## src/design/tcs_pkg.sv

```systemverilog
// Shared constants for the thermocouple SPI register port and its controller
package tcs_pkg;

  // Register file geometry
  localparam int TCS_NREG = 16;
  localparam int TCS_NUM_RW = 12;
  localparam logic [6:0] TCS_NREG_PTR = 7'h10;
  localparam logic [7:0] TCS_UNMAPPED = 8'hFF;

  // Register indices (read address 0x0n, write address 0x8n)
  localparam logic [3:0] TCS_IDX_CONFIG_MAIN = 4'h0;
  localparam logic [3:0] TCS_IDX_COLD_TEMP_MSB = 4'hA;
  localparam logic [3:0] TCS_IDX_COLD_TEMP_LSB = 4'hB;
  localparam logic [3:0] TCS_IDX_HOT_TEMP_BYTE2 = 4'hC;
  localparam logic [3:0] TCS_IDX_HOT_TEMP_BYTE1 = 4'hD;
  localparam logic [3:0] TCS_IDX_HOT_TEMP_BYTE0 = 4'hE;
  localparam logic [3:0] TCS_IDX_FAULT_FLAGS = 4'hF;
  localparam logic [6:0] TCS_FIRST_RO_PTR = 7'h0C;

  // Reset image, index 15 first down to index 0
  localparam logic [15:0][7:0] TCS_REG_RESET = {
    8'h00, 8'h00, 8'h00, 8'h00, 8'h00, 8'h00, 8'h00, 8'h00,
    8'h80, 8'hFF, 8'h7F, 8'hC0, 8'h7F, 8'hFF, 8'h03, 8'h00};

  // config_main field positions
  localparam int TCS_CONTINUOUS_CONVERSION = 7;
  localparam int TCS_SINGLE_CONVERSION_REQUEST = 6;
  localparam int TCS_OPEN_WIRE_TEST_HI = 5;
  localparam int TCS_OPEN_WIRE_TEST_LO = 4;
  localparam int TCS_REF_SENSOR_DISABLE = 3;
  localparam int TCS_FAULT_MODE = 2;
  localparam int TCS_ALARM_FLAGS_CLEAR = 1;
  localparam int TCS_LINE_NOTCH_SELECT = 0;

  // Link framing
  localparam logic [2:0] TCS_LAST_BIT = 3'h7;
  localparam int TCS_DIRECTION_BIT = 7;

  // Controller register map (byte addresses on the AHB-Lite bus)
  localparam logic [7:0] TCS_AHB_CMD = 8'h00;
  localparam logic [7:0] TCS_AHB_STATUS = 8'h04;
  localparam logic [3:0] TCS_AHB_DATA_PAGE = 4'h1;
  localparam int TCS_CMD_LEN_LSB = 8;
  localparam int TCS_CMD_CPOL_BIT = 16;
  localparam int TCS_STAT_BUSY_BIT = 0;
  localparam int TCS_STAT_READY_BIT = 1;

  // Link clock made by the controller
  localparam int TCS_REF_NS = 4;
  localparam int TCS_SCLK_HALF_NS = 64;
  localparam int TCS_SCLK_HALF =
    (TCS_SCLK_HALF_NS + TCS_REF_NS - 1) / TCS_REF_NS;

endpackage

```

## src/design/tcs_link_if.sv

```systemverilog
// Four-wire link plus data-ready line between controller and register port
`timescale 1ns/10ps
interface tcs_link_if;
  logic cs_n;
  logic sclk;
  logic sdi;
  logic sdo_out;
  logic sdo_oe_n;
  logic sdo;
  logic data_ready_n;

  // Released line reads high, as with a pull-up
  assign sdo = sdo_oe_n ? 1'b1 : sdo_out;

  modport dev (
    input cs_n,
    input sclk,
    input sdi,
    output sdo_out,
    output sdo_oe_n,
    output data_ready_n
  );

  modport host (
    output cs_n,
    output sclk,
    output sdi,
    input sdo,
    input data_ready_n
  );
endinterface

```

## src/design/tcs_sync.sv

```systemverilog
// Two-stage synchroniser for pins arriving from outside the clock domain
`timescale 1ns/10ps
module tcs_sync #(
  parameter int WIDTH = 1,
  parameter logic [WIDTH-1:0] INIT = '0
) (
  input wire logic clk,
  input wire logic rst_n,
  input wire logic [WIDTH-1:0] din,
  output logic [WIDTH-1:0] dout
);
  typedef struct packed {
    logic [WIDTH-1:0] meta;
    logic [WIDTH-1:0] stage2;
  } tcs_sync_state_t;

  tcs_sync_state_t st;
  tcs_sync_state_t nx;

  generate
    if (WIDTH < 1) begin : g_bad_width
      $error("tcs_sync WIDTH must be at least 1");
    end
  endgenerate

  // First stage feeds only the second stage
  always_comb begin
    nx.meta = din;
    nx.stage2 = st.meta;
  end

  // Stage registers
  always_ff @(posedge clk) begin
    if (!rst_n) begin
      st <= {INIT, INIT};
    end else begin
      st <= nx;
    end
  end

  assign dout = st.stage2;
endmodule // tcs_sync

```

## src/design/tcs_dev.sv

```systemverilog
// Register port end: SPI slave with sixteen 8-bit registers
`timescale 1ns/10ps
// Operation
// - Each chip-select low period is one transaction
// - Idle clock level sampled when chip select falls
// - One clock per bit, bytes MSB first
// - Address byte first, then data bytes
// - Address MSB: 0 read, 1 write
// - Pointer increments per byte, wraps within half
// - Unmapped read address returns FFh
// - Writes to read-only registers are ignored
// - Data-ready low on new hot result
// - Hot read completion, or cold read with sensor on, returns data-ready high
// - Output released until read data is ready
// - Capture and shift edges follow idle level
// - Master uses clock phase one
// - Clock toggles only during framed bits
// - Single-byte access: address, one byte, deselect
// - Sixteen 8-bit registers selected by address
// - Read at 0x0n, write at 0x8n
// - config_main bit layout fixed, bit 7 down
// - One-shot starts when chip select rises
// - Alarm clear bit returns to zero itself
module tcs_dev
  import tcs_pkg::*;
(
  input wire logic REF_CLK,
  input wire logic RSTN,
  tcs_link_if.dev LINK,
  input wire logic RESULT_VALID,
  input wire logic [23:0] RESULT_DATA,
  input wire logic COLD_VALID,
  input wire logic [15:0] COLD_DATA,
  input wire logic [7:0] FAULT_STATUS,
  output logic [TCS_NUM_RW*8-1:0] CTRL_REGS,
  output logic CONVERT_START,
  output logic FAULT_CLEAR
);

  typedef struct packed {
    logic cs_q;
    logic sclk_q;
    logic cpol;
    logic [2:0] bits;
    logic [7:0] sin;
    logic addr_ok;
    logic wr;
    logic [6:0] ptr;
    logic [7:0] sout;
    logic sdo;
    logic oe_n;
    logic [15:0][7:0] regs;
    logic rd_hot;
    logic rd_cold;
    logic ready_n;
    logic start;
    logic clr;
  } tcs_dev_state_t;

  tcs_dev_state_t st;
  tcs_dev_state_t nx;
  logic [2:0] pins;
  logic cs_s;
  logic sclk_s;
  logic sdi_s;
  logic rise;
  logic fall;
  logic cap_edge;
  logic shift_edge;
  logic [7:0] in_byte;

  // Pins come from the master's domain; resync before use
  tcs_sync #(
    .WIDTH(3),
    .INIT(3'h4)
  ) u_pin_sync (
    .clk(REF_CLK),
    .rst_n(RSTN),
    .din({LINK.cs_n, LINK.sclk, LINK.sdi}),
    .dout(pins)
  );

  assign cs_s = pins[2];
  assign sclk_s = pins[1];
  assign sdi_s = pins[0];

  // Edge finding on the resynced clock
  assign rise = sclk_s & ~st.sclk_q;
  assign fall = ~sclk_s & st.sclk_q;
  assign cap_edge = st.cpol ? rise : fall;
  assign shift_edge = st.cpol ? fall : rise;
  assign in_byte = {st.sin[6:0], sdi_s};

  // Read mux; holes in the map answer all ones
  function automatic logic [7:0] rd_val(
    input logic [15:0][7:0] r,
    input logic [6:0] a
  );
    logic [7:0] v;
    v = TCS_UNMAPPED;
    if (a < TCS_NREG_PTR) begin
      v = r[a[3:0]];
    end
    return v;
  endfunction

  // Next-state logic for the whole port
  always_comb begin
    nx = st;
    nx.cs_q = cs_s;
    nx.sclk_q = sclk_s;
    nx.start = 1'b0;
    // Clear request lives one cycle, then the bit drops
    nx.clr = st.regs[TCS_IDX_CONFIG_MAIN][TCS_ALARM_FLAGS_CLEAR];
    nx.regs[TCS_IDX_CONFIG_MAIN][TCS_ALARM_FLAGS_CLEAR] = 1'b0;
    nx.regs[TCS_IDX_FAULT_FLAGS] = FAULT_STATUS;
    if (RESULT_VALID) begin
      {nx.regs[TCS_IDX_HOT_TEMP_BYTE2], nx.regs[TCS_IDX_HOT_TEMP_BYTE1],
       nx.regs[TCS_IDX_HOT_TEMP_BYTE0]} = RESULT_DATA;
    end
    // External cold value stays put while the sensor is off
    if (COLD_VALID &&
        !st.regs[TCS_IDX_CONFIG_MAIN][TCS_REF_SENSOR_DISABLE]) begin
      {nx.regs[TCS_IDX_COLD_TEMP_MSB],
       nx.regs[TCS_IDX_COLD_TEMP_LSB]} = COLD_DATA;
    end
    if (cs_s) begin
      // Deselected: nothing on the pins matters
      nx.bits = '0;
      nx.addr_ok = 1'b0;
      nx.oe_n = 1'b1;
      nx.sdo = 1'b0;
      if (!st.cs_q) begin
        // End of frame; a partial byte is simply dropped
        if (st.regs[TCS_IDX_CONFIG_MAIN][TCS_SINGLE_CONVERSION_REQUEST]) begin
          nx.start = 1'b1;
          nx.regs[TCS_IDX_CONFIG_MAIN][TCS_SINGLE_CONVERSION_REQUEST] =
            1'b0;
        end
        if (st.rd_hot || (st.rd_cold &&
            !st.regs[TCS_IDX_CONFIG_MAIN][TCS_REF_SENSOR_DISABLE])) begin
          nx.ready_n = 1'b1;
        end
        nx.rd_hot = 1'b0;
        nx.rd_cold = 1'b0;
      end
    end else if (st.cs_q) begin
      // Frame opens; clock level now is the idle level
      nx.cpol = sclk_s;
      nx.bits = '0;
    end else if (cap_edge) begin
      nx.sin = in_byte;
      nx.bits = st.bits + 3'h1;
      if (st.bits == TCS_LAST_BIT) begin
        if (!st.addr_ok) begin
          // First byte of every frame is the address
          nx.addr_ok = 1'b1;
          nx.wr = in_byte[TCS_DIRECTION_BIT];
          nx.ptr = in_byte[6:0];
          nx.sout = rd_val(st.regs, in_byte[6:0]);
        end else begin
          // Only whole bytes reach the registers
          if (st.wr && st.ptr < TCS_FIRST_RO_PTR) begin
            nx.regs[st.ptr[3:0]] = in_byte;
          end
          if (!st.wr) begin
            if (st.ptr >= TCS_FIRST_RO_PTR &&
                st.ptr[3:0] <= TCS_IDX_HOT_TEMP_BYTE0 &&
                st.ptr < TCS_NREG_PTR) begin
              nx.rd_hot = 1'b1;
            end
            if (st.ptr[6:1] == {3'h0, TCS_IDX_COLD_TEMP_MSB[3:1]} &&
                st.ptr < TCS_NREG_PTR) begin
              nx.rd_cold = 1'b1;
            end
          end
          // Seven-bit pointer keeps the direction bit fixed
          nx.ptr = st.ptr + 7'h01;
          nx.sout = rd_val(st.regs, st.ptr + 7'h01);
        end
      end
    end else if (shift_edge && st.addr_ok && !st.wr) begin
      // Output is driven only once a data byte is loaded
      nx.oe_n = 1'b0;
      nx.sdo = st.sout[7];
      nx.sout = {st.sout[6:0], 1'b0};
    end
    // A new result beats a read that ends in the same cycle
    if (RESULT_VALID) begin
      nx.ready_n = 1'b0;
    end
  end

  // State register
  always_ff @(posedge REF_CLK) begin
    if (!RSTN) begin
      st <= '0;
      st.cs_q <= 1'b1;
      st.oe_n <= 1'b1;
      st.ready_n <= 1'b1;
      st.regs <= TCS_REG_RESET;
    end else begin
      st <= nx;
    end
  end

  // All outputs straight from state
  assign LINK.sdo_out = st.sdo;
  assign LINK.sdo_oe_n = st.oe_n;
  assign LINK.data_ready_n = st.ready_n;
  assign CTRL_REGS = st.regs[TCS_NUM_RW-1:0];
  assign CONVERT_START = st.start;
  assign FAULT_CLEAR = st.clr;

endmodule // tcs_dev

```

## src/flat_wrapper.sv

```systemverilog
// flat-port wrapper written by rule: the top's interface ports become plain ports
module tcs_dev_flat import tcs_pkg::*;
  (REF_CLK, RSTN, RESULT_VALID, RESULT_DATA, COLD_VALID, COLD_DATA, FAULT_STATUS, CTRL_REGS, CONVERT_START, FAULT_CLEAR, LINK_cs_n, LINK_sclk, LINK_sdi, LINK_sdo_out, LINK_sdo_oe_n, LINK_data_ready_n);
  tcs_link_if LINK_i ();
  input wire logic REF_CLK;
  input wire logic RSTN;
  input wire logic RESULT_VALID;
  input wire logic [23:0] RESULT_DATA;
  input wire logic COLD_VALID;
  input wire logic [15:0] COLD_DATA;
  input wire logic [7:0] FAULT_STATUS;
  output logic [TCS_NUM_RW*8-1:0] CTRL_REGS;
  output logic CONVERT_START;
  output logic FAULT_CLEAR;
  input wire logic [$bits(LINK_i.cs_n)-1:0] LINK_cs_n;
  input wire logic [$bits(LINK_i.sclk)-1:0] LINK_sclk;
  input wire logic [$bits(LINK_i.sdi)-1:0] LINK_sdi;
  output wire logic [$bits(LINK_i.sdo_out)-1:0] LINK_sdo_out;
  output wire logic [$bits(LINK_i.sdo_oe_n)-1:0] LINK_sdo_oe_n;
  output wire logic [$bits(LINK_i.data_ready_n)-1:0] LINK_data_ready_n;
  assign LINK_i.cs_n = LINK_cs_n;
  assign LINK_i.sclk = LINK_sclk;
  assign LINK_i.sdi = LINK_sdi;
  assign LINK_sdo_out = LINK_i.sdo_out;
  assign LINK_sdo_oe_n = LINK_i.sdo_oe_n;
  assign LINK_data_ready_n = LINK_i.data_ready_n;
  tcs_dev u_core (.REF_CLK(REF_CLK), .RSTN(RSTN), .LINK(LINK_i), .RESULT_VALID(RESULT_VALID), .RESULT_DATA(RESULT_DATA), .COLD_VALID(COLD_VALID), .COLD_DATA(COLD_DATA), .FAULT_STATUS(FAULT_STATUS), .CTRL_REGS(CTRL_REGS), .CONVERT_START(CONVERT_START), .FAULT_CLEAR(FAULT_CLEAR));
endmodule
```

## config.mk

```make
export PLATFORM = sky130hd
export DESIGN_NAME = tcs_dev_flat
export DESIGN_NICKNAME = d
export VERILOG_FILES = /design/src/design/tcs_pkg.sv /design/src/design/tcs_link_if.sv /design/src/design/tcs_sync.sv /design/src/design/tcs_dev.sv /design/src/flat_wrapper.sv
export SDC_FILE = /design/constraint.sdc
export NUM_CORES = 1
export LEC_CHECK = 0
export ABC_AREA = 1
export BUFFER_PORTS_ARGS = -buffer_cell sky130_fd_sc_hd__buf_2
export CAP_MARGIN = 20
export CORE_AREA = 2 2 170 205
export CTS_CLUSTER_SIZE = 28
export DETAILED_ROUTE_END_ITERATION = 10
export DIE_AREA = 0 0 172 207
export SKIP_CTS_REPAIR_TIMING = 1
export SLEW_MARGIN = 20
export SYNTH_ARGS = -nofsm -noshare
export SYNTH_HDL_FRONTEND = slang
export SYNTH_HIERARCHICAL = 1
export SYNTH_SLANG_ARGS = --single-unit
```

## constraint.sdc

```tcl
create_clock -name REF_CLK -period 4.55 [get_ports REF_CLK]
set_input_delay 0.91 -clock REF_CLK [delete_from_list [all_inputs] [get_ports REF_CLK]]
set_output_delay 0.91 -clock REF_CLK [all_outputs]
set_load 0.02 [all_outputs]
```

Word level (Yosys, flattened, before mapping) --
Cells that the tools add are included.
Storage, ports and cells: bits in registers 171, latch bits 0, RAM bits 0, memory bits (read-only) 0, input port bits 55, output and inout port bits 101, logic and storage cells 135, memories kept 0
Cells by class: add/sub/neg operators 2, multiply operators 0, div/mod/pow operators 0, magnitude comparators 10, eq/ne operators 5, shift operators 0, mux-type cells 34, bitwise operators 11, reduce and logical (&&, ||, !) cells 37
Operator list (count):
- $mux 130 | 4
- $bwmux 128 | 1
- $mux 128 | 1
- $mux 121 | 1
- $bmux 8 s4 | 2
- $mux 8 | 7
- $demux 8 s4 | 1
- $mux 24 | 1
- $lt 7x5->1 const B | 3
- $reduce_and 6->1 | 3
- $reduce_bool 2->1 | 9
- $mux 16 | 1
- $lt 4x5->1 const B | 3
- $mux 15 | 1
- $reduce_and 3->1 | 4
- $mux 10 | 1
- $reduce_and 5->1 | 2
- $logic_and 1x1->1 | 9
- $mux 1 | 9
- $not 1->1 | 9
- $reduce_and 4->1 | 2
- $add 7x1->7 const B | 1
- $ge 7x4->1 const B | 1
- $lt 7x4->1 const B | 1
- other kinds (15) | 22

Logic depth before layout (Yosys ltp) --
depth after elaboration 11, depth in mapped cells 13, mapped depth without buffers 12

By module --
The synthesis kept the hierarchy.
Modules (own cells, without submodules):
- tcs_dev | instances 1, cells each 1483, area each 9825.7 um^2
- tcs_sync | instances 1, cells each 18, area each 165.2 um^2

Least setup slack after synthesis --
Ideal clock, no wire load.
path type register to register, start point register u_core/st[143] in the netlist's numbering, end point register u_core/st[141] in the netlist's numbering, library setup time 0.120 ns, arrival time 2.071 ns, data required time 4.430 ns, path slack 2.359 ns, cell stages (with the launch flop) 14, path buffers 4, clock period less this slack 2.191 ns, cell sequence dfxtp_1 > inv_1 > buf_2 > clkbuf_1 > ha_1 > buf_2 > buf_1 > nor2_1 > o21ai_0 > nand3_1 > nand3_1 > nand3_1 > nand3_1 > a21oi_1
On the way: cells in the longest elaborated chain, start to end 7, elaborated cells between the ends (all ways) 8
Ends and longest elaborated chain:
- start, declared | line tcs_dev.sv:60 | tcs_dev_state_t st;
- start signal, assigned | line tcs_dev.sv:203 | st <= nx;
- $add 7x1->7 * | line tcs_dev.sv:179 | nx.sout = rd_val(st.regs, st.ptr + 7'h01);
- $bmux 8 s4 | line tcs_dev.sv:102 | v = r[a[3:0]];
- $mux 8 (implied by the code) | line tcs_dev.sv:102
- $mux 8 * | line tcs_dev.sv:101 | if (a < TCS_NREG_PTR) begin
- $mux 15 * | line tcs_dev.sv:155 | if (!st.addr_ok) begin
- $mux 8 * | line tcs_dev.sv:154 | if (st.bits == TCS_LAST_BIT) begin
- $mux 8 * | line tcs_dev.sv:151 | end else if (cap_edge) begin
Every way passes the cells marked *; elsewhere a longest branch is shown, timed or not. The select of a mux whose other input is x is not followed. A chain may end at the register's enable or synchronous reset.

Final worst setup path --
start point register u_core/st[143] in the netlist's numbering, end point register u_core/st[140] in the netlist's numbering
The elaborated chain is that of the path after synthesis.

==> Flow_metrics.wiki <==
{| class="wikitable"
! Metric !! Value
|-
| Number of max-capacitance violations reported || 0
|-
| Largest fanout on the critical path || 41
|-
| DRC errors left || 0
|-
| Overall Global Routing Usage || 21.0%
|-
| Post-layout worst setup margin || 1.25 ns
|-
| Worst reg2reg setup slack || 1.25 ns
|-
| Number of vias in the routed layout || 10100
|-
| Largest net degree at the start of global routing || 85
|-
| Number of cell instances on the worst register-to-register path || 9
|-
| Type of destination of the critical path || flop
|-
| Kind of cell adding the most delay to the critical path || simple AND/OR/NAND/NOR gates
|-
| Flip-flop and latch count after synthesis || 171
|-
| Count of inserted antenna diode cells || 0
|-
| Startpoint type of the worst setup path || flop
|-
| Count of endpoints failing setup in the final report || 0
|-
| Count of nets after finishing || 1552
|-
| I/O Pins || 156
|-
| Routability Congestion || 0.954
|-
| Drt pass-1 iters || 5
|-
| Hold Path Class || reg2reg
|-
| Clk sink count || 171
|-
| Crit path cell chain || ha_1 -> nand2_1 -> nand2_1 -> clkinv_1 -> nand3_1 -> nand3_1 -> nand3_1 -> nand3_1 -> a21oi_1
|-
| Layout cells sized above 1 || 15.8%
|-
| Root buffer cell || sky130_fd_sc_hd__clkbuf_16
|-
| Worst setup slack before clock tree synthesis || 1.30 ns
|-
| Multi-input gate area || 5070 sq um
|-
| Worst Path Required || 4.92 ns
|-
| Width of the die || 172 microns
|-
| Origin of the worst min-delay path || u_core/u_pin_sync/nx[0]$_SDFF_PN0_
|-
| Vias in the first global route || 9198
|-
| End of the worst register-to-register path || u_core/st[140]$_SDFFE_PN0P_
|-
| Buffers added on ports || 155
|-
| Slowest Stage Delay on Critical Path || 0.88 ns
|-
| P per Cell Area || 303 nW/um^2
|-
| Clock tree from TritonCTS || done
|-
| Top cells by area, synth || sky130_fd_sc_hd__dfxtp_1 34%, sky130_fd_sc_hd__nand2_1 15%, sky130_fd_sc_hd__nand3_1 12%, sky130_fd_sc_hd__buf_4 7.3%, sky130_fd_sc_hd__a21oi_1 4.8%
|-
| Vias per std cell || 5.17
|-
| Clock-pin slew reported for the worst setup and hold paths after clock tree synthesis || 0.08 ns
|-
| Area share of the largest cell type after synthesis || 34.3%
|-
| Leakage || 4.87 nW
|-
| RSZ-0062 raised after global routing || no
|-
| Post-synthesis average cell area || 6.66 sq um
|-
| Post-synthesis instance area || 9990 sq um
|-
| Relative slew margins || 27.7%
|-
| Final Cycle Share || 72.5%
|-
| Hold EP || u_core/u_pin_sync/dout[0]$_SDFF_PN0_
|-
| Routed Wire Length || 37.8 mm
|-
| Number of enable-type register cells in the synthesized netlist || 0
|-
| Number of placement rows || 74
|-
| Setup CP Type || reg2reg
|-
| Total half-perimeter wirelength after legalization and detailed placement || 27.9 mm
|-
| Number of antenna violations at the first check in global routing || 0
|-
| Slowest-stage cell, CP || sky130_fd_sc_hd__dfxtp_2
|-
| Residual antenna-violating net count after detailed routing || 0
|-
| Floorplan die height || 207 microns
|-
| Most used cell, CP || sky130_fd_sc_hd__nand3_1
|-
| Slew Limit Fails || 0
|-
| Reg-to-reg startpoint || u_core/st[143]$_SDFFE_PN0P_
|-
| Yosys top cell by area || sky130_fd_sc_hd__dfxtp_1
|-
| Share of synthesized area occupied by flip-flops and latches || 34.3%
|-
| Count of cell types in the netlist || 38
|-
| Cell depth of the worst min-delay path || 2
|-
| Arrival time reported for the critical path endpoint || 3.67 ns
|-
| Synthesis warning total || 6
|-
| VDD IR max || 0.216 mV
|-
| Detailed Route Iter0 Violations || 1234
|-
| Maximum clock path buffer count || 2
|-
| Starting utilization of the core area || 29.6%
|-
| Area of the core region || 33700 sq um
|-
| Shortest period the worst path allows || 3.30 ns
|-
| Sum Neg Setup Slack || 0 ns
|-
| Worst Clk Skew || 0.0134 ns
|-
| Actual slew at the worst max-slew pin || 1.08 ns
|-
| Synthesized instance count || 1501
|-
| Total gr overflow || 0
|-
| Global-route wire length before repair || 56.8 mm
|-
| Number of H-tree branching levels || 4
|-
| Sum of buffers and inverters on the critical path || 1
|-
| Cts bufs inserted || 17
|-
| Commonest register cell after synthesis || sky130_fd_sc_hd__dfxtp_1
|-
| Die area || 35600 sq um
|-
| Routed len/inst || 19.3 microns
|-
| Seq. cell area || 3430 sq um
|-
| Number of hold violations in the final report || 0
|-
| Fill cell count || 3766
|-
| Fraction of synthesis flops using an asynchronous set or reset pin || 0%
|-
| Max frequency || 0.303 GHz
|-
| Layout area overhead || 8.67%
|-
| Result of the run || complete, no violations
|-
| Clock latency of the later-clocked register in the worst-skew pair || 0.45 ns
|-
| Synthesized Nets || 1562
|}
through the flow:
step / area (sq um) / utilization, % / cells / power [mW] / hold slack [ns]
final: 10900 / 32.2 / 1960 / 3.29 / 0.402
after global routing: 10900 / 32.2 / 1960 / 3.39 / 0.435
after global placement: 10200 / 30.4 / 1928 / 1.76 / 0.394
after CTS: 10900 / 32.2 / 1960 / 3.32 / 0.402
after detailed placement: 10200 / 30.4 / 1928 / 1.76 / 0.385
after floorplan: 9990 / - / 1501 / 1.70 / 0.380
worst reg2reg max path, cell delays in order, from the launching register on:
cell and delay (ns):
sky130_fd_sc_hd__dfxtp_2 0.88, sky130_fd_sc_hd__ha_1 0.37, sky130_fd_sc_hd__nand2_1 0.07, sky130_fd_sc_hd__nand2_1 0.48, sky130_fd_sc_hd__clkinv_1 0.65, sky130_fd_sc_hd__nand3_1 0.27
sky130_fd_sc_hd__nand3_1 0.12, sky130_fd_sc_hd__nand3_1 0.10, sky130_fd_sc_hd__nand3_1 0.12, sky130_fd_sc_hd__a21oi_1 0.17
synth_stat cells (5+ instances only):
library cell,n
sky130_fd_sc_hd__buf_4,97
sky130_fd_sc_hd__o211ai_2,12
sky130_fd_sc_hd__o211ai_1,39
sky130_fd_sc_hd__nor2_1,113
sky130_fd_sc_hd__buf_1,13
sky130_fd_sc_hd__buf_2,16
sky130_fd_sc_hd__inv_1,76
sky130_fd_sc_hd__buf_6,8
sky130_fd_sc_hd__clkbuf_1,62
sky130_fd_sc_hd__nand3_1,236
sky130_fd_sc_hd__a31oi_1,11
sky130_fd_sc_hd__a32oi_1,6
sky130_fd_sc_hd__a211oi_1,6
sky130_fd_sc_hd__nand2_4,5
sky130_fd_sc_hd__a21oi_1,95
sky130_fd_sc_hd__dfxtp_1,171
sky130_fd_sc_hd__o211a_1,9
sky130_fd_sc_hd__o21ai_0,75
sky130_fd_sc_hd__ha_1,6
sky130_fd_sc_hd__nand2_1,410
layer usage:
layer / GRT usage (%) / routed length [microns] / vias to the layer above
met5: 0 / 0 / -
met4: 8.81 / 1530 / 0
met3: 2.77 / 2650 / 76
met2: 34.0 / 17600 / 486
met1: 27.9 / 16000 / 4710
li1: - / - / 4864
sequential cells by signal (all words and copies together) (netlist names):
signal,count
u_core/CONVERT_START,1
u_core/CTRL_REGS,96
u_core/FAULT_CLEAR,1
u_core/LINK.data_ready_n,1
u_core/LINK.sdo_oe_n,1
u_core/LINK.sdo_out,1
u_core/in_byte,7
u_core/st,57
u_core/u_pin_sync/dout,3
u_core/u_pin_sync/nx,3
power breakdown:
group          internal [mW]  switching (mW)
Clock                  0.876           0.687
Combinational         0.0605           0.119
Sequential              1.52          0.0263
Total                   2.46           0.833
worst max path at each step:
stage	startpoint	slack (ns)	to	depth (start not counted)
6_report	u_core/st[143]$_SDFFE_PN0P_	1.25	u_core/st[140]$_SDFFE_PN0P_	9
5_1_grt	u_core/st[143]$_SDFFE_PN0P_	0.97	u_core/st[135]$_SDFFE_PN0P_	11
4_1_cts	u_core/st[143]$_SDFFE_PN0P_	1.26	u_core/st[140]$_SDFFE_PN0P_	9
3_5_place_dp	u_core/st[143]$_SDFFE_PN0P_	1.30	u_core/st[140]$_SDFFE_PN0P_	9
3_3_place_gp	u_core/st[143]$_SDFFE_PN0P_	1.43	u_core/st[139]$_SDFFE_PN0P_	9
2_1_floorplan	u_core/st[143]$_SDFFE_PN0P_	2.36	u_core/st[141]$_SDFFE_PN0P_	13
final cells by class:
| cell class | count | share of cell area [%] |
|---|---|---|
| multi-input combinational | 1051 | 46.7 |
| sequential | 171 | 31.6 |
| timing repair buffer | 168 | 8.04 |
| tap | 456 | 5.26 |
| clock buffer | 17 | 3.92 |
| inverter | 82 | 2.84 |
| clock inverter | 15 | 1.73 |
cells by family after synthesis:
group                    share of synthesized area (%)
AO/OA/AOI/OAI                                     15.9
adder cells (fa/ha/maj)                          0.751
buffers and inverters                             15.1
flip-flops                                        34.3
AND/OR/NAND/NOR                                   34.0
cells in the final DEF, fill, tap and decap left out, drive strengths merged:
cell	count
a211oi	6
a21oi	95
a311oi	1
a31oi	11
a32oi	6
buf	168
bufinv	3
clkbuf	17
clkinv	9
clkinvlp	2
dfxtp	171
ha	6
inv	83
nand2	415
nand3	240
nand4	5
nor2	119
nor3	7
nor4	1
o211a	9
o211ai	51
o21a	1
o21ai	76
o22ai	1
o31ai	1
Power figures use the tool's default switching activity.
